`config.mk`:
```
export PLATFORM = sky130hd
export DESIGN_NAME = branch_and_bit_op_decode
export DESIGN_NICKNAME = d
export VERILOG_FILES = /design/src/inc/brdec_pkg.sv /design/src/hw/op_table.sv /design/src/hw/operand_cmp.sv /design/src/hw/branch_and_bit_op_decode.sv
export SDC_FILE = /design/constraint.sdc
export NUM_CORES = 1
export LEC_CHECK = 0
export BUFFER_PORTS_ARGS = -buffer_cell sky130_fd_sc_hd__buf_2
export CORE_ASPECT_RATIO = 0.7
export CORE_MARGIN = 2
export CORE_UTILIZATION = 40
export CTS_BUF_LIST = sky130_fd_sc_hd__clkbuf_4
export CTS_CLUSTER_DIAMETER = 100
export DETAILED_ROUTE_END_ITERATION = 16
export MAX_ROUTING_LAYER = met4
export SLEW_MARGIN = 20
export SYNTH_ARGS = -nofsm -noshare
export SYNTH_HDL_FRONTEND = slang
export SYNTH_SLANG_ARGS = --single-unit
```
`constraint.sdc`:
```
create_clock -name i_core_clk -period 2.3 [get_ports i_core_clk]
set_input_delay 0.46 -clock i_core_clk [delete_from_list [all_inputs] [get_ports i_core_clk]]
set_output_delay 0.46 -clock i_core_clk [all_outputs]
set_load 0.01 [all_outputs]
```
`src/inc/brdec_pkg.sv`:
```
package brdec_pkg;
   // opcodes
   localparam logic [7:0] OP_JMP_IND   = 8'h73;
   localparam logic [7:0] OP_SJMP      = 8'h80;
   localparam logic [7:0] OP_JZ        = 8'h60;
   localparam logic [7:0] OP_JNZ       = 8'h70;
   localparam logic [7:0] OP_JC        = 8'h40;
   localparam logic [7:0] OP_JNC       = 8'h50;
   localparam logic [7:0] OP_JB        = 8'h20;
   localparam logic [7:0] OP_JNB       = 8'h30;
   localparam logic [7:0] OP_JBC       = 8'h10;
   localparam logic [7:0] OP_CJ_DIR    = 8'hb5;
   localparam logic [7:0] OP_CJ_IMM    = 8'hb4;
   localparam logic [7:0] OP_CJ_REG    = 8'hb8; // b8..bf, low 3 bits select register
   localparam logic [7:0] OP_CJ_IND    = 8'hb6; // b6..b7
   localparam logic [7:0] OP_DJ_REG    = 8'hd8; // d8..df
   localparam logic [7:0] OP_DJ_DIR    = 8'hd5;
   localparam logic [7:0] OP_ANL_C     = 8'h82;
   localparam logic [7:0] OP_ANL_NC    = 8'hb0;
   localparam logic [7:0] OP_ORL_C     = 8'h72;
   localparam logic [7:0] OP_ORL_NC    = 8'ha0;
   localparam logic [7:0] OP_MOV_CB    = 8'ha2;
   localparam logic [7:0] OP_MOV_BC    = 8'h92;
   // cycle counts
   localparam logic [3:0] CYC_2        = 4'h2;
   localparam logic [3:0] CYC_3        = 4'h3;
   localparam logic [3:0] CYC_4        = 4'h4;
   localparam logic [3:0] CYC_5        = 4'h5;
   localparam logic [3:0] CYC_6        = 4'h6;
   // after reset
   localparam logic [15:0] PC_RESET    = 16'h0000;
   localparam logic        CARRY_RESET = 1'b0;
   // condition kinds
   typedef enum logic [3:0] {
      COND_ALWAYS = 4'h0,
      COND_ACC_Z  = 4'h1,
      COND_ACC_NZ = 4'h2,
      COND_C      = 4'h3,
      COND_NC     = 4'h4,
      COND_BIT    = 4'h5,
      COND_NBIT   = 4'h6,
      COND_NE     = 4'h7,
      COND_DEC_NZ = 4'h8,
      COND_NONE   = 4'h9
   } cond_t;
   // carry operations
   typedef enum logic [2:0] {
      COP_NONE = 3'h0,
      COP_AND  = 3'h1,
      COP_ANDN = 3'h2,
      COP_OR   = 3'h3,
      COP_ORN  = 3'h4,
      COP_MOV  = 3'h5
   } carry_op_t;
endpackage

```
`src/hw/op_table.sv`:
```
`timescale 1ns/100ps
// combinational opcode table: length, cycles, condition, carry op
module op_table
(
   input  wire logic [7:0]              i_opcode,
   output logic                         o_known,
   output logic [1:0]                   o_len,
   output logic [3:0]                   o_cyc_nt,
   output logic [3:0]                   o_cyc_tk,
   output brdec_pkg::cond_t             o_cond,
   output brdec_pkg::carry_op_t         o_cop,
   output logic                         o_indirect,
   output logic                         o_bit_clr,
   output logic                         o_bit_wr
);
   // decode one opcode
   always_comb
   begin
      o_known    = 1'b1;
      o_len      = 2'd2;
      o_cyc_nt   = brdec_pkg::CYC_2;
      o_cyc_tk   = brdec_pkg::CYC_2;
      o_cond     = brdec_pkg::COND_NONE;
      o_cop      = brdec_pkg::COP_NONE;
      o_indirect = 1'b0;
      o_bit_clr  = 1'b0;
      o_bit_wr   = 1'b0;
      if (i_opcode[7:3] == brdec_pkg::OP_CJ_REG[7:3])
      begin
         o_len = 2'd3; o_cyc_nt = brdec_pkg::CYC_4; o_cyc_tk = brdec_pkg::CYC_6;
         o_cond = brdec_pkg::COND_NE;
      end
      else if (i_opcode[7:3] == brdec_pkg::OP_DJ_REG[7:3])
      begin
         o_len = 2'd2; o_cyc_nt = brdec_pkg::CYC_3; o_cyc_tk = brdec_pkg::CYC_5;
         o_cond = brdec_pkg::COND_DEC_NZ;
      end
      else if (i_opcode[7:1] == brdec_pkg::OP_CJ_IND[7:1])
      begin
         o_len = 2'd3; o_cyc_nt = brdec_pkg::CYC_4; o_cyc_tk = brdec_pkg::CYC_6;
         o_cond = brdec_pkg::COND_NE;
      end
      else
      begin
         case (i_opcode)
            brdec_pkg::OP_JMP_IND:
            begin
               o_len = 2'd1; o_cyc_nt = brdec_pkg::CYC_6; o_cyc_tk = brdec_pkg::CYC_6;
               o_cond = brdec_pkg::COND_ALWAYS; o_indirect = 1'b1;
            end
            brdec_pkg::OP_SJMP:
            begin
               o_cyc_nt = brdec_pkg::CYC_4; o_cyc_tk = brdec_pkg::CYC_4;
               o_cond = brdec_pkg::COND_ALWAYS;
            end
            brdec_pkg::OP_JZ:
            begin
               o_cyc_nt = brdec_pkg::CYC_3; o_cyc_tk = brdec_pkg::CYC_5;
               o_cond = brdec_pkg::COND_ACC_Z;
            end
            brdec_pkg::OP_JNZ:
            begin
               o_cyc_nt = brdec_pkg::CYC_3; o_cyc_tk = brdec_pkg::CYC_5;
               o_cond = brdec_pkg::COND_ACC_NZ;
            end
            brdec_pkg::OP_JC:
            begin
               o_cyc_tk = brdec_pkg::CYC_4; o_cond = brdec_pkg::COND_C;
            end
            brdec_pkg::OP_JNC:
            begin
               o_cyc_tk = brdec_pkg::CYC_4; o_cond = brdec_pkg::COND_NC;
            end
            brdec_pkg::OP_JB, brdec_pkg::OP_JNB, brdec_pkg::OP_JBC:
            begin
               o_len = 2'd3; o_cyc_nt = brdec_pkg::CYC_4; o_cyc_tk = brdec_pkg::CYC_6;
               o_cond = (i_opcode == brdec_pkg::OP_JNB) ? brdec_pkg::COND_NBIT
                                                        : brdec_pkg::COND_BIT;
               o_bit_clr = (i_opcode == brdec_pkg::OP_JBC);
            end
            brdec_pkg::OP_CJ_DIR, brdec_pkg::OP_CJ_IMM:
            begin
               o_len = 2'd3; o_cyc_nt = brdec_pkg::CYC_4; o_cyc_tk = brdec_pkg::CYC_6;
               o_cond = brdec_pkg::COND_NE;
            end
            brdec_pkg::OP_DJ_DIR:
            begin
               o_len = 2'd3; o_cyc_nt = brdec_pkg::CYC_4; o_cyc_tk = brdec_pkg::CYC_6;
               o_cond = brdec_pkg::COND_DEC_NZ;
            end
            brdec_pkg::OP_ANL_C:  o_cop = brdec_pkg::COP_AND;
            brdec_pkg::OP_ANL_NC: o_cop = brdec_pkg::COP_ANDN;
            brdec_pkg::OP_ORL_C:  o_cop = brdec_pkg::COP_OR;
            brdec_pkg::OP_ORL_NC: o_cop = brdec_pkg::COP_ORN;
            brdec_pkg::OP_MOV_CB: o_cop = brdec_pkg::COP_MOV;
            brdec_pkg::OP_MOV_BC:
            begin
               o_cyc_nt = brdec_pkg::CYC_3; o_cyc_tk = brdec_pkg::CYC_3;
               o_bit_wr = 1'b1;
            end
            default:  o_known = 1'b0;
         endcase
      end
   end
endmodule

```
`src/hw/operand_cmp.sv`:
```
`timescale 1ns/100ps
// branch condition evaluation for a decoded opcode
module operand_cmp
(
   input  wire brdec_pkg::cond_t i_cond,
   input  wire logic [7:0]       i_acc,
   input  wire logic             i_carry,
   input  wire logic             i_bit,
   input  wire logic [7:0]       i_lhs,
   input  wire logic [7:0]       i_rhs,
   output logic                  o_taken,
   output logic [7:0]            o_dec
);
   // decremented operand used by the decrement-and-branch forms
   assign o_dec = i_lhs - 8'h01;

   // pick the condition
   always_comb
   begin
      case (i_cond)
         brdec_pkg::COND_ALWAYS: o_taken = 1'b1;
         brdec_pkg::COND_ACC_Z:  o_taken = (i_acc == 8'h00);
         brdec_pkg::COND_ACC_NZ: o_taken = (i_acc != 8'h00);
         brdec_pkg::COND_C:      o_taken = i_carry;
         brdec_pkg::COND_NC:     o_taken = ~i_carry;
         brdec_pkg::COND_BIT:    o_taken = i_bit;
         brdec_pkg::COND_NBIT:   o_taken = ~i_bit;
         brdec_pkg::COND_NE:     o_taken = (i_lhs != i_rhs);
         brdec_pkg::COND_DEC_NZ: o_taken = (o_dec != 8'h00);
         default:                o_taken = 1'b0;
      endcase
   end
endmodule

```
`src/hw/branch_and_bit_op_decode.sv`:
```
`timescale 1ns/100ps
// What this block does
// - 0x73 jumps to data_pointer plus A, 6 cycles
// - 0x80 short jump, two bytes, 4 cycles
// - 0x60 branch if A zero, 3/5
// - 0x70 branch if A nonzero, 3/5
// - 0x40 branch if carry set, 2/4
// - 0x50 branch if carry clear, 2/4
// - 0x20 branch if bit one, 4/6
// - 0x30 branch if bit zero, 4/6
// - 0x10 branch if bit one, clears it
// - 0xB5 compare direct with A, 4/6
// - 0xB4 compare immediate with A, 4/6
// - 0xB8-0xBF compare immediate with register, 4/6
// - 0xB6-0xB7 compare immediate with indirect, 4/6
// - 0xD8-0xDF decrement register, branch nonzero, 3/5
// - 0xD5 decrement direct, branch nonzero, 4/6
// - 0x82 carry gets carry AND bit
// - 0xB0 carry gets carry AND NOT bit
// - 0x72 carry gets carry OR bit
// - 0xA0 carry gets carry OR NOT bit
// - 0xA2 carry gets bit, 2 cycles
// - 0x92 bit gets carry, 3 cycles
module branch_and_bit_op_decode
(
   input  wire logic        i_core_clk,
   input  wire logic        i_rstn,
   input  wire logic        i_start,
   input  wire logic [7:0]  i_opcode,
   input  wire logic [7:0]  i_byte1,
   input  wire logic [7:0]  i_byte2,
   input  wire logic [7:0]  i_acc,
   input  wire logic [15:0] i_data_pointer,
   input  wire logic        i_bit,
   input  wire logic [7:0]  i_operand,
   input  wire logic [15:0] i_pc,
   output logic             o_busy,
   output logic             o_done,
   output logic             o_known,
   output logic             o_taken,
   output logic [15:0]      o_next_pc,
   output logic             o_carry,
   output logic             o_bit_we,
   output logic             o_bit_val,
   output logic             o_byte_we,
   output logic [7:0]       o_byte_val
);
   typedef enum logic [1:0] {
      ST_IDLE = 2'b01,
      ST_EXEC = 2'b10
   } state_t;

   state_t               state;
   logic [3:0]           count;
   logic                 t_known;
   logic [1:0]           t_len;
   logic [3:0]           t_cyc_nt;
   logic [3:0]           t_cyc_tk;
   brdec_pkg::cond_t     t_cond;
   brdec_pkg::carry_op_t t_cop;
   logic                 t_indirect;
   logic                 t_bit_clr;
   logic                 t_bit_wr;
   logic                 c_taken;
   logic [7:0]           c_dec;
   logic [7:0]           cmp_rhs;
   logic                 is_cjne;
   logic                 is_djnz;
   logic [15:0]          seq_pc;
   logic [15:0]          rel_pc;
   logic [7:0]           rel;
   logic                 next_carry;
   logic [15:0]          next_pc;
   logic [3:0]           next_count;

   op_table u_table
   (
      .i_opcode   (i_opcode),
      .o_known    (t_known),
      .o_len      (t_len),
      .o_cyc_nt   (t_cyc_nt),
      .o_cyc_tk   (t_cyc_tk),
      .o_cond     (t_cond),
      .o_cop      (t_cop),
      .o_indirect (t_indirect),
      .o_bit_clr  (t_bit_clr),
      .o_bit_wr   (t_bit_wr)
   );

   // compare forms use the immediate byte as second operand except the two compare-with-A forms (0xB5, 0xB4)
   assign is_cjne = (t_cond == brdec_pkg::COND_NE);
   assign is_djnz = (t_cond == brdec_pkg::COND_DEC_NZ);
   assign cmp_rhs = (i_opcode == brdec_pkg::OP_CJ_DIR || i_opcode == brdec_pkg::OP_CJ_IMM)
                    ? i_acc : i_byte1;

   operand_cmp u_cmp
   (
      .i_cond  (t_cond),
      .i_acc   (i_acc),
      .i_carry (o_carry),
      .i_bit   (i_bit),
      .i_lhs   ((i_opcode == brdec_pkg::OP_CJ_IMM) ? i_byte1 : i_operand),
      .i_rhs   (cmp_rhs),
      .o_taken (c_taken),
      .o_dec   (c_dec)
   );

   // relative offset is the last instruction byte
   assign rel    = (t_len == 2'd3) ? i_byte2 : i_byte1;
   assign seq_pc = i_pc + {14'h0000, t_len};
   assign rel_pc = seq_pc + {{8{rel[7]}}, rel};

   // target selection
   always_comb
   begin
      if (t_indirect)
         next_pc = i_data_pointer + {8'h00, i_acc};
      else if (c_taken && t_cond != brdec_pkg::COND_NONE)
         next_pc = rel_pc;
      else
         next_pc = seq_pc;
   end

   // carry update for the boolean group
   always_comb
   begin
      case (t_cop)
         brdec_pkg::COP_AND:  next_carry = o_carry & i_bit;
         brdec_pkg::COP_ANDN: next_carry = o_carry & ~i_bit;
         brdec_pkg::COP_OR:   next_carry = o_carry | i_bit;
         brdec_pkg::COP_ORN:  next_carry = o_carry | ~i_bit;
         brdec_pkg::COP_MOV:  next_carry = i_bit;
         default:             next_carry = o_carry;
      endcase
   end

   // duration of the instruction, counting the accept cycle
   assign next_count = (c_taken ? t_cyc_tk : t_cyc_nt) - 4'h1;

   // sequencer: accept in idle, hold busy for the remaining cycles
   always_ff @(posedge i_core_clk or negedge i_rstn)
   begin
      if (!i_rstn)
      begin
         state  <= ST_IDLE;
         count  <= 4'h0;
         o_busy <= 1'b0;
         o_done <= 1'b0;
      end
      else
      begin
         o_done <= 1'b0;
         case (state)
            ST_IDLE:
            begin
               if (i_start && t_known)
               begin
                  state  <= ST_EXEC;
                  count  <= next_count;
                  o_busy <= 1'b1;
               end
            end
            ST_EXEC:
            begin
               if (count == 4'h1)
               begin
                  state  <= ST_IDLE;
                  o_busy <= 1'b0;
                  o_done <= 1'b1;
               end
               count <= count - 4'h1;
            end
            default:
            begin
               state  <= ST_IDLE;
               o_busy <= 1'b0;
            end
         endcase
      end
   end

   // results latched at accept
   always_ff @(posedge i_core_clk or negedge i_rstn)
   begin
      if (!i_rstn)
      begin
         o_known    <= 1'b0;
         o_taken    <= 1'b0;
         o_next_pc  <= brdec_pkg::PC_RESET;
         o_carry    <= brdec_pkg::CARRY_RESET;
         o_bit_we   <= 1'b0;
         o_bit_val  <= 1'b0;
         o_byte_we  <= 1'b0;
         o_byte_val <= 8'h00;
      end
      else
      begin
         o_bit_we  <= 1'b0;
         o_byte_we <= 1'b0;
         if (state == ST_IDLE && i_start)
         begin
            o_known <= t_known;
            if (t_known)
            begin
               o_taken   <= c_taken && t_cond != brdec_pkg::COND_NONE;
               o_next_pc <= next_pc;
               o_carry   <= next_carry;
               if (t_bit_wr)
               begin
                  o_bit_we  <= 1'b1;
                  o_bit_val <= o_carry;
               end
               else if (t_bit_clr && i_bit)
               begin
                  o_bit_we  <= 1'b1;
                  o_bit_val <= 1'b0;
               end
               if (is_djnz)
               begin
                  o_byte_we  <= 1'b1;
                  o_byte_val <= c_dec;
               end
            end
         end
      end
   end

   // checks
   logic        acc_evt;
   logic [3:0]  acc_len;
   always_ff @(posedge i_core_clk or negedge i_rstn)
   begin
      if (!i_rstn)
      begin
         acc_evt <= 1'b0;
         acc_len <= 4'h0;
      end
      else
      begin
         acc_evt <= state == ST_IDLE && i_start && t_known;
         if (state == ST_IDLE && i_start && t_known)
            acc_len <= 4'h1;
         else if (o_busy)
            acc_len <= acc_len + 4'h1;
      end
   end

   a_sjmp_len: assert property (@(posedge i_core_clk) disable iff (!i_rstn)
      state == ST_IDLE && i_start && i_opcode == brdec_pkg::OP_SJMP |=> o_busy [*3] ##1 !o_busy)
      else $error("short jump length wrong");
   a_jmp_ind: assert property (@(posedge i_core_clk) disable iff (!i_rstn)
      state == ST_IDLE && i_start && i_opcode == brdec_pkg::OP_JMP_IND
      |=> o_next_pc == $past(i_data_pointer) + {8'h00, $past(i_acc)} ##5 o_done)
      else $error("indirect jump wrong");
   a_jz_ntk: assert property (@(posedge i_core_clk) disable iff (!i_rstn)
      state == ST_IDLE && i_start && i_opcode == brdec_pkg::OP_JZ && i_acc != 8'h00
      |=> !o_taken ##2 o_done)
      else $error("jz not-taken timing wrong");
   a_jc_tk: assert property (@(posedge i_core_clk) disable iff (!i_rstn)
      state == ST_IDLE && i_start && i_opcode == brdec_pkg::OP_JC && o_carry
      |=> o_taken ##3 o_done)
      else $error("jc taken timing wrong");
   a_jnc_ntk: assert property (@(posedge i_core_clk) disable iff (!i_rstn)
      state == ST_IDLE && i_start && i_opcode == brdec_pkg::OP_JNC && o_carry
      |=> !o_taken && o_next_pc == $past(i_pc) + 16'h0002 ##1 o_done)
      else $error("jnc not-taken wrong");
   a_jbc_clear: assert property (@(posedge i_core_clk) disable iff (!i_rstn)
      state == ST_IDLE && i_start && i_opcode == brdec_pkg::OP_JBC && i_bit
      |=> o_bit_we && !o_bit_val && o_taken)
      else $error("bit not cleared");
   a_anl_c: assert property (@(posedge i_core_clk) disable iff (!i_rstn)
      state == ST_IDLE && i_start && i_opcode == brdec_pkg::OP_ANL_C
      |=> o_carry == ($past(o_carry) & $past(i_bit)) ##1 o_done)
      else $error("carry and wrong");
   a_mov_bc: assert property (@(posedge i_core_clk) disable iff (!i_rstn)
      state == ST_IDLE && i_start && i_opcode == brdec_pkg::OP_MOV_BC
      |=> o_bit_we && o_bit_val == $past(o_carry) ##2 o_done)
      else $error("bit store wrong");
   a_done_len: assert property (@(posedge i_core_clk) disable iff (!i_rstn)
      o_done |-> acc_len >= brdec_pkg::CYC_2 && acc_len <= brdec_pkg::CYC_6)
      else $error("busy span out of range");

   c_taken_br: cover property (@(posedge i_core_clk) o_done && o_taken);
   c_not_taken: cover property (@(posedge i_core_clk) o_done && !o_taken);
   c_djnz: cover property (@(posedge i_core_clk) o_byte_we);
   c_b2b: cover property (@(posedge i_core_clk) acc_evt ##1 !o_busy ##1 acc_evt);
endmodule

```
==> impl_results.md, run 1 <==
* Tcrit/Tclk final at 177%
* Min Hold Slack at 48.9 ps
* Mux cell area share after synthesis at 7.38%
* Violated checks: setup timing
* Final #Nets at 989
* Initial antenna violation count at 0
* EDFF count, synth at 0
* Adder-cell share of the synthesized area at 9.44%
* Post-DRT Antenna Nets at 0
* Pwr Density at 419 mW/mm^2
* Worst Reg-to-Reg Cells at 10
* Post-CTS Hold Fix Bufs at 0
* Register area share after synthesis at 20.1%
* Chip Width at 132 microns
* Worst Path Arrival at 4370 ps
* Synth Flop Type: dfrtp_1
* Hold Fails Final Rpt at 0
* Net Switching at 1.30 mW
* Mapped Area at 0.00461 sq mm
* Post-synth cell types at 70
* Max-cap violations at 0
* Layout area overhead at 69.6%
* Layout cells sized above 1 at 52.1%
* Switching fraction of total power at 39.8%
* Mapped Nets at 693
* Layout fillers at 907
* Gr ovfl total at 0
* Skew-Pair Late Insertion Delay at 390 ps
* Max clock buf depth at 2
* Most common cell in the netlist: nand2_1
* Area leader, netlist: dfrtp_1
* Pleak at 3.69 nW
* Crit start category: input pin
* H-tree levels at 2
* Status: complete, but fails checks
* List of most frequent post-synthesis cells: nand2_1 (47), nor2_1 (46), a21oi_1 (37), dfrtp_1 (36), xnor2_1 (34)
* Clock share of power at 16.0%
* Measured slew at the worst slew-check pin at 631 ps
* Die Area at 0.0124 sq mm
* DRC at 0
* Synth Area in Compound Gates at 24.6%
* Starting density of the core at 41.4%
* Routed wire length at 19100 microns
* Synth Instances at 584
* Max-slew headroom at 57.7%
* Root Buffer: clkbuf_4
* Fmax at 245 MHz
* Post-synthesis average cell area at 7.90 sq um
* Logic gate share of total power at 55.6%
* Drt first-iter violations at 400
* # rows at 32
* Gr usage total at 29.3%
* Synth Area in XOR/XNOR at 10.4%
* Skew final at 25.2 ps
* CP endpoint kind: register
* Ys async rst share at 100%
* Internal at 1.97 mW
* Period minus WS final at 4070 ps
* CTS tree: yes
* RSZ-0062 raised after global routing: yes
* CTS Sinks at 37
* Pre-CTS WS at -2370 ps
* Synth top area share at 19.5%
* FF+latch count, synth at 37
* Clock-pin slew on the worst setup and hold paths at 170 ps
* Fin util at 70.3%
* Crit Path Category: input pin to register
* DP HPWL at 14000 microns
* Ys Warns at 0
* # port buffers at 107
* Sequential share of power at 28.4%
* Vias in the first global route at 5488
* Worst vdd ir at 0.000257 V
* DR vias at 5740
* TritonRoute pass-1 iters at 5
* First-pass GRT wire length at 28200 microns
* CP Max Fanout at 3
* Final setup viols at 36
* Worst min path class: input pin to async pin
* IO Pins at 108
* Routability cong. at 0.941
* Post-Synth Simple-Gate Area at 22.7%
* Die height at 93.8 microns
* Core area at 0.0111 sq mm
* Via-to-Cell Ratio at 5.55
* Area contributors post-synth: dfrtp_1 (20%), ha_1 (8.1%), xnor2_1 (6.5%)
* ANT cells at 0
* Required @ worst endpoint at 2600 ps
* Reg2Reg Setup Slack at 270 ps
* Reg2reg start: o_carry
* Largest family of logic cells by synthesized area: compound AO/OA/AOI/OAI gates
* Final WS setup at -1770 ps
* Routed WL per cell at 18.4 microns
* Max Slew Vio Count at 0
* TritonCTS buffer count at 5
* Setup TNS at -32270 ps
* FF-to-FF End: count[1]
* Largest net degree at the start of global routing at 24
==> metal layers <==
layer / GRT usage [%] / vias to the layer above / share of wire [%]
met5: - / - / 0
li1: - / 2740 / -
met1: 42.2 / 2778 / 48
met2: 44.9 / 200 / 44
met3: 3.07 / 22 / 6.5
met4: 5.29 / 0 / 1.2
==> kinds of logic (layout without fill, tap and decap cells) <==
kind of cell | count (synthesis) | after routing
buf+inv | 62 | 358
mux | 32 | 32
flops | 37 | 37
xor+xnor | 55 | 55
simple gates | 201 | 202
compound gates | 164 | 164
fa+ha+maj | 33 | 33
==> sequential cells by signal, summed over array words and instances, names as in the netlist <==
register and count:
o_next_pc 16, o_byte_val 8, count 4, o_bit_val 1
o_bit_we 1, o_busy 1, o_byte_we 1, o_carry 1
o_done 1, o_known 1, o_taken 1, state 1
==> layout make-up <==
cell class	count	area, sq um	share of cell area (%)
Clock buffer	5	37.5	0.480
Clock inverter	3	46.3	0.592
Inverter	33	126	1.62
Multi-Input combinational cell	486	4170	53.3
Sequential cell	37	927	11.9
Tap cell	153	191	2.45
Timing Repair Buffer	317	2320	29.7
==> layout by cell type, fill, tap and decap left out, types with 7 or more instances in the layout <==
cell type,instances
mux2_2,7
mux2_4,7
nor4_1,8
dfrtp_1,36
and3_1,9
xnor2_2,9
o211ai_1,11
nor2b_1,12
o21ai_0,18
buf_4,173
a21oi_2,13
buf_6,32
a21oi_1,21
nor2_1,37
a221oi_1,7
inv_1,28
mux2i_1,11
nor3_1,11
nand2_1,38
nand2_2,7
xnor2_1,24
xor2_1,15
a22o_1,15
nand4_1,7
buf_2,104
ha_1,21
nand3_1,11
o21ai_1,12
==> worst max-delay path: stages <==
cell      delay (ps)
buf_6             90
or4_4            550
nor4_4           370
nor3_4            70
nand2_2          120
ha_4             140
inv_2             30
fa_2             530
inv_2             50
ha_4             200
a21o_1           160
a21oi_2          140
o21bai_1         100
a21o_1           200
o211a_1          140
buf_6            120
o31ai_4          280
buf_6            150
o21ai_2           50
xor2_1           150
nand2_1           70
a31oi_1          170
==> power groups by stage <==
stage / logic (mW) / clock network, mW / registers, mW
after CTS: 1.65 / 0.534 / 0.924
after detailed placement: 1.49 / 0 / 0.937
after global routing: 1.96 / 0.556 / 0.950
after floorplan: 0.725 / 0 / 0.984
final: 1.82 / 0.523 / 0.931
after global placement: 1.46 / 0 / 0.934
==> per-stage QoR <==
stage,power (mW),cell area (sq um),instances
6_report,3.28,7820,1034
5_1_grt,3.47,7820,1034
4_1_cts,3.11,7180,1013
3_5_place_dp,2.43,6630,990
3_3_place_gp,2.39,6630,990
2_1_floorplan,1.71,4740,584
==> timing repair <==
action,in CTS,in global routing
gates cloned,0,2
resized for setup,81,98
setup buffers,27,25
setup endpoints to repair,36,36
pin swaps,46,53
==> worst max-delay path by stage <==
stage	start	endpoint	slack [ps]
2_1_floorplan	i_opcode[2]	o_next_pc[9]	-2170
3_3_place_gp	i_opcode[3]	o_next_pc[9]	-2280
3_5_place_dp	i_opcode[3]	o_next_pc[9]	-2370
4_1_cts	i_opcode[2]	o_next_pc[13]	-1720
5_1_grt	i_opcode[2]	o_next_pc[13]	-1940
6_report	i_opcode[2]	o_next_pc[13]	-1770
No activity file was read; power rests on OpenSTA's default activity.
==> inputs of run 2 (changes only) <==
--- a/config.mk
+++ b/config.mk
@@ -7,7 +7,7 @@
 export LEC_CHECK = 0
 export BUFFER_PORTS_ARGS = -buffer_cell sky130_fd_sc_hd__buf_2
 export CORE_ASPECT_RATIO = 0.7
-export CORE_MARGIN = 2
+export CORE_MARGIN = 8
 export CORE_UTILIZATION = 40
 export CTS_BUF_LIST = sky130_fd_sc_hd__clkbuf_4
 export CTS_CLUSTER_DIAMETER = 100
@@ -16,4 +16,6 @@
 export SLEW_MARGIN = 20
 export SYNTH_ARGS = -nofsm -noshare
 export SYNTH_HDL_FRONTEND = slang
+export SYNTH_HIERARCHICAL = 1
 export SYNTH_SLANG_ARGS = --single-unit
+export TNS_END_PERCENT = 20
==> run 2 against run 1 <==
Effect of this change: the flow still finishes with violations (setup timing); sequential power down 2%; final cell count up 6.6%; combinational power down 6%; clock power up 16%; clock skew down 11 ps; maximum frequency up 4.6%; largest power group unchanged.
==> impl_results.md, run 2 <==
* Status: complete, but fails checks (unchanged)
* Violated checks: setup timing (unchanged)
* Largest net degree at the start of global routing at 26 (was 24)
* IO Pins at 108 (unchanged)
* Die height at 107 microns (was 93.8 microns)
* Post-synth cell types at 87 (was 70)
* CP endpoint kind: register (unchanged)
* Max-cap violations at 0 (unchanged)
* CTS tree: yes (unchanged)
* Max clock buf depth at 2 (unchanged)
* Most common cell in the netlist: nand2_1 (unchanged)
* DP HPWL at 14900 microns (was 14000 microns)
* Max-slew headroom at 44.7% (was 57.7%)
* Core area at 0.0116 sq mm (was 0.0111 sq mm)
* Ys async rst share at 100% (unchanged)
* Finished Cell Area at 0.00795 sq mm (was 0.00782 sq mm)
* # rows at 33 (was 32)
* Non-Filler Instances at 1102 (was 1034)
* Top reg by flops: o_next_pc (unchanged)
* H-tree levels at 2 (unchanged)
* Hold Path End: o_known
* TritonCTS buffer count at 5 (unchanged)
* CP startpoint: i_opcode[6] (was i_opcode[2])
* TritonRoute pass-1 iters at 5 (unchanged)
* Register area share after synthesis at 19.5% (was 20.1%)
* Synth Instances at 608 (was 584)
* Setup TNS at -32510 ps (was -32270 ps)
* CTS Sinks at 37 (unchanged)
* Chip Width at 146 microns (was 132 microns)
* Max Slew Vio Count at 0 (unchanged)
* CP Max Fanout at 7 (was 3)
* Crit Path Category: input pin to register (unchanged)
* Pleak at 3.79 nW (was 3.69 nW)
* Pre-CTS WS at -2210 ps (was -2370 ps)
* Worst min path class: input pin to register (was input pin to async pin)
* Starting density of the core at 40.9% (was 41.4%)
* Top Family by Delay on Critical Path: simple AND/OR/NAND/NOR gates (was compound AO/OA/AOI/OAI gates)
* Via-to-Cell Ratio at 5.41 (was 5.55)
* Commonest non-fill, non-tap cell in the layout: buf_4 (unchanged)
* Clock-pin slew on the worst setup and hold paths at 130 ps (was 170 ps)
* Post-DP Area at 0.00700 sq mm (was 0.00663 sq mm)
* Largest regs: o_next_pc x16, o_byte_val x8, count x4 (unchanged)
* Most frequent cells in the layout: buf_4 (224), buf_2 (106), nand2_1 (84) (was buf_4 (173), buf_2 (104), nand2_1 (38))
* Ys Warns at 6 (was 0)
* Layout cells sized above 1 at 50.4% (was 52.1%)
* Worst vdd ir at 0.000251 V (was 0.000257 V)
* Required @ worst endpoint at 2570 ps (was 2600 ps)
* Period minus WS final at 3890 ps (was 4070 ps)
* Layout fillers at 953 (was 907)
* Crit start category: input pin (unchanged)
* Fin util at 68.2% (was 70.3%)
* Routed WL per cell at 17.0 microns (was 18.4 microns)
* Vias in the first global route at 5940 (was 5488)
* Routed wire length at 18700 microns (was 19100 microns)
* Layout area overhead at 66.9% (was 69.6%)
* Min Hold Slack at 456 ps (was 48.9 ps)
* Worst Reg-to-Reg Cells at 10 (unchanged)
* Skew final at 14.1 ps (was 25.2 ps)
* Gr ovfl total at 0 (unchanged)
* Mapped Area at 0.00476 sq mm (was 0.00461 sq mm)
* Most used cell, CP: buf_6 (unchanged)
* Drt first-iter violations at 361 (was 400)
* Final #Nets at 1053 (was 989)
* DR vias at 5963 (was 5740)
* Hold Fails Final Rpt at 0 (unchanged)
* Measured slew at the worst slew-check pin at 823 ps (was 631 ps)
* Synth Flop Type: dfrtp_1 (unchanged)
* DRC at 0 (unchanged)
* Worst Path Buf+Inv at 4 (was 5)
* Worst Path Arrival at 4160 ps (was 4370 ps)
* Crit path largest cell delay at 480 ps (was 550 ps)
* EDFF count, synth at 0 (unchanged)
* Post-DRT Antenna Nets at 0 (unchanged)
* WHS Path Cells at 4
* Area leader, netlist: dfrtp_1 (unchanged)
* Max reg flops at 16 (unchanged)
* Die Area at 0.0157 sq mm (was 0.0124 sq mm)
* Final WS setup at -1590 ps (was -1770 ps)
* # port buffers at 107 (unchanged)
* Crit path cell chain: buf_8 > nand4b_1 > nor4b_4 > nor2b_4 > buf_6 > mux2_4 > buf_6 > xor2_2 > nor3b_2 > or4b_4 > nor3_2 > o211ai_1 > buf_4 > o21ai_4 > nand2_2 > o21a_4 > o311ai_4 > mux2i_1 > a221o_1 (was buf_6 > or4_4 > nor4_4 > nor3_4 > nand2_2 > ha_4 > inv_2 > fa_2 > inv_2 > ha_4 > a21o_1 > a21oi_2 > o21bai_1 > a21o_1 > o211a_1 > buf_6 > o31ai_4 > buf_6 > o21ai_2 > xor2_1 > nand2_1 > a31oi_1)
* Power Total at 3.23 mW (was 3.28 mW)
* Area contributors post-synth: dfrtp_1 (19%), ha_1 (7.9%), nand2_1 (7.2%) (was dfrtp_1 (20%), ha_1 (8.1%), xnor2_1 (6.5%))
* Hold path start: i_start
* First-pass GRT wire length at 29700 microns (was 28200 microns)
* Post-synthesis average cell area at 7.83 sq um (was 7.90 sq um)
* Placed cells at 1054 (was 990)
* Root Buffer: clkbuf_4 (unchanged)
* Reg2reg start: o_carry (unchanged)
* Gr usage total at 23.6% (was 29.3%)
* Routability cong. at 0.928 (was 0.941)
* Tcrit/Tclk final at 169% (was 177%)
* Final setup viols at 32 (was 36)
* Synth top area share at 18.9% (was 19.5%)
* FF-to-FF End: o_next_pc[15] (was count[1])
* Skew-Pair Late Insertion Delay at 370 ps (was 390 ps)
* Pwr Density at 407 mW/mm^2 (was 419 mW/mm^2)
* Crit-path slowest cell: or4b_4 (was or4_4)
* ANT cells at 0 (unchanged)
* Initial antenna violation count at 0 (unchanged)
* Fmax at 257 MHz (was 245 MHz)
* FF+latch count, synth at 37 (unchanged)
* RSZ-0062 raised after global routing: yes (unchanged)
* List of most frequent post-synthesis cells: nand2_1 (91), a21oi_1 (39), nor2_1 (38), dfrtp_1 (36), o21ai_0 (34) (was nand2_1 (47), nor2_1 (46), a21oi_1 (37), dfrtp_1 (36), xnor2_1 (34))
* Reg2Reg Setup Slack at 60 ps (was 270 ps)
==> run 2: how the worst max path moves through the flow <==
stage                                to  depth (start not counted)
after CTS                      count[1]                         19
after floorplan           o_next_pc[15]                         19
final                     o_next_pc[10]                         19
after global routing      o_next_pc[10]                         19
after detailed placement  o_next_pc[15]                         17
after global placement    o_next_pc[15]                         17
==> run 2: worst register-to-register path: cells and delay by family, from the launching register on <==
kind / cells / cell delay, ps
buffers and inverters: 2 / 300
and+or+nand+nor: 1 / 90
DFF: 1 / 430
AOI/OAI and AO/OA: 7 / 1310
==> run 2: final cells by class <==
| type | count | area [sq um] | area share, % |
|---|---|---|---|
| tap | 157 | 196 | 2.47 |
| timing repair buffer | 353 | 2490 | 31.3 |
| clock inverter | 3 | 68.8 | 0.866 |
| sequential | 37 | 927 | 11.7 |
| clock buffer | 5 | 37.5 | 0.472 |
| inverter | 28 | 114 | 1.43 |
| multi-input combinational | 519 | 4110 | 51.7 |
==> run 2: cell families after synthesis <==
logic type               after synthesis  synth area share (%)
AO/OA/AOI/OAI                        169                  24.3
XOR/XNOR                              45                  9.09
adder cells (fa/ha/maj)               33                  9.14
buffers and inverters                 53                  4.83
flip-flops                            37                  19.5
multiplexers                          34                  7.75
other                                  1                0.0787
AND/OR/NAND/NOR                      236                  25.4
==> run 2: layer usage <==
metal	up-vias	share of wire (%)	GRT usage, %
met1	2836	48	32.1
met4	0	0.77	2.86
met5	-	0	-
met3	16	6.0	3.95
li1	2911	-	-
met2	200	45	37.0
==> run 2: power breakdown <==
| part | total, mW | leakage [nW] | internal [mW] | switching, mW |
|---|---|---|---|---|
| registers | 0.917 | 0.468 | 0.809 | 0.108 |
| clock network | 0.608 | 0.0558 | 0.342 | 0.266 |
| logic | 1.71 | 3.27 | 0.848 | 0.861 |
==> run 2: what timing repair did <==
action                                  in CTS  in global routing
setup buffers                               32                  8
hold buffers                                 1                  0
resized for setup                           80                 45
hold endpoints to repair                     9                  0
endpoints found under the setup margin      35                 34
pin swaps                                   41                 31
==> inputs of run 3 (changes only) <==
--- a/config.mk
+++ b/config.mk
@@ -13,6 +13,7 @@
 export CTS_CLUSTER_DIAMETER = 100
 export DETAILED_ROUTE_END_ITERATION = 16
 export MAX_ROUTING_LAYER = met4
+export SETUP_SLACK_MARGIN = 0.15
 export SLEW_MARGIN = 20
 export SYNTH_ARGS = -nofsm -noshare
 export SYNTH_HDL_FRONTEND = slang
==> constraint.sdc (replaced) <==
create_clock -name i_core_clk -period 4.24 [get_ports i_core_clk]
set_input_delay 0.848 -clock i_core_clk [delete_from_list [all_inputs] [get_ports i_core_clk]]
set_output_delay 0.848 -clock i_core_clk [all_outputs]
set_load 0.01 [all_outputs]
==> run 3 against run 2 <==
Effect of this change: final area fell by 13%; utilization fell by 8.8 points; first-iteration DRC count rose by 26%; the flow still finishes with violations (setup timing); critical path type unchanged; combinational power fell by 51%; register-to-register slack improved by 1800 ps; largest cell class unchanged; count of clock-buffer cells in the layout did not move; routed wire length rose by 0.26%; critical endpoint is now o_next_pc[15]; sequential power fell by 46%; clock power fell by 44%; setup slack improved by 1500 ps; power fell by 49%; via count fell by 4.8%.
==> impl_results.md, run 3 (synthesis results as in run 2) <==
* Status: complete, but fails checks (unchanged)
* Violated checks: setup timing (unchanged)
* Non-Filler Instances at 1005 (was 1102)
* DP HPWL at 14700 microns (was 14900 microns)
* First-pass GRT wire length at 29500 microns (was 29700 microns)
* CP Max Fanout at 8 (was 7)
* WHS Path Cells at 2 (was 4)
* Fin util at 59.5% (was 68.2%)
* Routed wire length at 18800 microns (was 18700 microns)
* H-tree levels at 2 (unchanged)
* Fmax at 233 MHz
* Worst Reg-to-Reg Cells at 12 (was 10)
* Pleak at 3.25 nW (was 3.79 nW)
* Final #Nets at 956 (was 1053)
* Crit-path slowest cell: nor4b_4 (was or4b_4)
* Most frequent cells in the layout: buf_4 (140), buf_2 (105), nand2_1 (88) (was buf_4 (224), buf_2 (106), nand2_1 (84))
* Crit start category: input pin (unchanged)
* Layout area overhead at 45.5% (was 66.9%)
* Pwr Density at 240 mW/mm^2 (was 407 mW/mm^2)
* FF-to-FF End: o_next_pc[15] (unchanged)
* TritonRoute pass-1 iters at 5 (unchanged)
* Vias in the first global route at 5714 (was 5940)
* Max Slew Vio Count at 0 (unchanged)
* Tcrit/Tclk final at 101%
* Required @ worst endpoint at 4520 ps (was 2570 ps)
* Die height at 107 microns (unchanged)
* Final WS setup at -55.2 ps (was -1590 ps)
* Period minus WS final at 4300 ps
* Worst min path class: register to register (was input pin to register)
* Multi-input logic area at 0.00389 sq mm (was 0.00411 sq mm)
* Placed cells at 964 (was 1054)
* Max clock buf depth at 2 (unchanged)
* Gr usage total at 23.7% (was 23.6%)
* Max-slew headroom at 33.9% (was 44.7%)
* # rows at 33 (unchanged)
* Initial antenna violation count at 0 (unchanged)
* Worst vdd ir at 0.000149 V (was 0.000251 V)
* Crit path largest cell delay at 400 ps (was 480 ps)
* Die Area at 0.0157 sq mm (unchanged)
* Register area at 927 sq um (unchanged)
* Routability cong. at 0.949 (was 0.928)
* Root Buffer: clkbuf_4 (unchanged)
* Hold Path End: o_byte_val[1] (was o_known)
* CP endpoint kind: register (unchanged)
* Layout fillers at 1099 (was 953)
* IO Pins at 108 (unchanged)
* Commonest non-fill, non-tap cell in the layout: buf_4 (unchanged)
* Worst Path Buf+Inv at 7 (was 4)
* Post-DRT Antenna Nets at 0 (unchanged)
* Final setup viols at 2 (was 32)
* Layout cells sized above 1 at 41.7% (was 50.4%)
* Power Total at 1.66 mW (was 3.23 mW)
* Core area at 0.0116 sq mm (unchanged)
* Reg2reg start: o_carry (unchanged)
* Skew-Pair Late Insertion Delay at 380 ps (was 370 ps)
* Clock-pin slew on the worst setup and hold paths at 150 ps (was 130 ps)
* Worst Path Arrival at 4570 ps (was 4160 ps)
* Hold path start: o_byte_val[1] (was i_start)
* DR vias at 5674 (was 5963)
* Most used cell, CP: buf_6 (unchanged)
* Via-to-Cell Ratio at 5.65 (was 5.41)
* Crit Path Category: input pin to register (unchanged)
* Top Family by Delay on Critical Path: simple AND/OR/NAND/NOR gates (unchanged)
* CTS Sinks at 37 (unchanged)
* Chip Width at 146 microns (unchanged)
* RSZ-0062 raised after global routing: yes (unchanged)
* Reg2Reg Setup Slack at 1860 ps (was 60 ps)
* Max-cap violations at 0 (unchanged)
* Drt first-iter violations at 454 (was 361)
* Starting density of the core at 40.9% (unchanged)
* Largest regs: o_next_pc x16, o_byte_val x8, count x4 (unchanged)
* Max reg flops at 16 (unchanged)
* # port buffers at 107 (unchanged)
* Routed WL per cell at 18.7 microns (was 17.0 microns)
* CTS tree: yes (unchanged)
* TritonCTS buffer count at 5 (unchanged)
* Top reg by flops: o_next_pc (unchanged)
* ANT cells at 0 (unchanged)
* Crit path cell chain: buf_6 > nand4b_1 > nor4b_4 > nor2b_4 > buf_6 > buf_4 > mux2_2 > buf_4 > nor3_1 > nand2_2 > xnor2_2 > nor3_4 > o211ai_1 > buf_4 > o21ai_4 > buf_6 > buf_6 > nor3_4 > mux2i_2 > a2111oi_2 > nor3b_1 (was buf_8 > nand4b_1 > nor4b_4 > nor2b_4 > buf_6 > mux2_4 > buf_6 > xor2_2 > nor3b_2 > or4b_4 > nor3_2 > o211ai_1 > buf_4 > o21ai_4 > nand2_2 > o21a_4 > o311ai_4 > mux2i_1 > a221o_1)
* DRC at 0 (unchanged)
* Hold Fails Final Rpt at 0 (unchanged)
* Largest net degree at the start of global routing at 38 (was 26)
* Gr ovfl total at 0 (unchanged)
* Skew final at 29.5 ps (was 14.1 ps)
* Measured slew at the worst slew-check pin at 991 ps (was 823 ps)
-- run 3: changes by cell type in the layout (fill, tap and decap cells not counted), moves of 3 or more --
cell     delta
xor2_2      -4
xor2_1      +4
nand2_1     +4
buf_6       -8
nor2_1      +4
buf_4      -84
nand2_4     -3
-- run 3: metal layers --
layer | up-vias | wire [microns] | track usage, %
met1 | 2706 | 9030 | 32.9
met4 | 0 | 263 | 5.35
li1 | 2715 | - | -
met2 | 235 | 8220 | 35.5
met5 | - | 0 | -
met3 | 18 | 1270 | 3.82
-- run 3: repair_timing --
action,CTS,global route
gates resized for setup,16,53
buffers inserted,21,12
hold buffers,0,0
pin swaps,16,27
endpoints found under the setup margin,19,20
-- run 3: layout make-up --
type,count,share of cell area [%]
Clock inverter,3,0.939
Multi-Input combinational cell,519,56.2
Clock buffer,5,0.542
Timing Repair Buffer,256,24.5
Tap cell,157,2.84
Inverter,28,1.59
Sequential cell,37,13.4
-- run 3: worst max path at each step --
stage | startpoint | to | slack [ps] | cells after the start
global route | i_opcode[6] | o_next_pc[15] | -260 | 21
finish | i_opcode[6] | o_next_pc[15] | -60 | 21
floorplan | i_opcode[6] | o_next_pc[15] | -250 | 19
detailed placement | i_opcode[0] | o_next_pc[15] | -520 | 17
CTS | i_opcode[6] | count[1] | 120 | 18
global placement | i_opcode[5] | o_next_pc[7] | -470 | 17
-- run 3: worst register-to-register path, stage by stage (launching register included) --
cell,delay (ps)
dfrtp_1,470
a21oi_1,170
a311oi_1,60
a211o_1,270
o211ai_1,120
buf_4,180
o21ai_4,80
buf_6,120
buf_6,120
nor3_4,170
mux2i_2,100
a2111oi_2,360
nor3b_1,90
-- run 3: where the power goes --
part	switching [mW]	total (mW)	internal, mW
Combinational	0.444	0.833	0.389
Clock	0.157	0.339	0.183
Sequential	0.0536	0.492	0.438
-- run 3: per-stage QoR --
step	worst slack [ps]	hold slack (ps)	setup TNS (ps)	cell area (sq um)
final	-55.2	487	-96.9	6930
after global routing	-261	518	-1870	6930
after CTS	118	491	0	6640
after detailed placement	-517	458	-6890	6320
after global placement	-469	459	-5930	6320
after floorplan	-251	496	-1590	4870
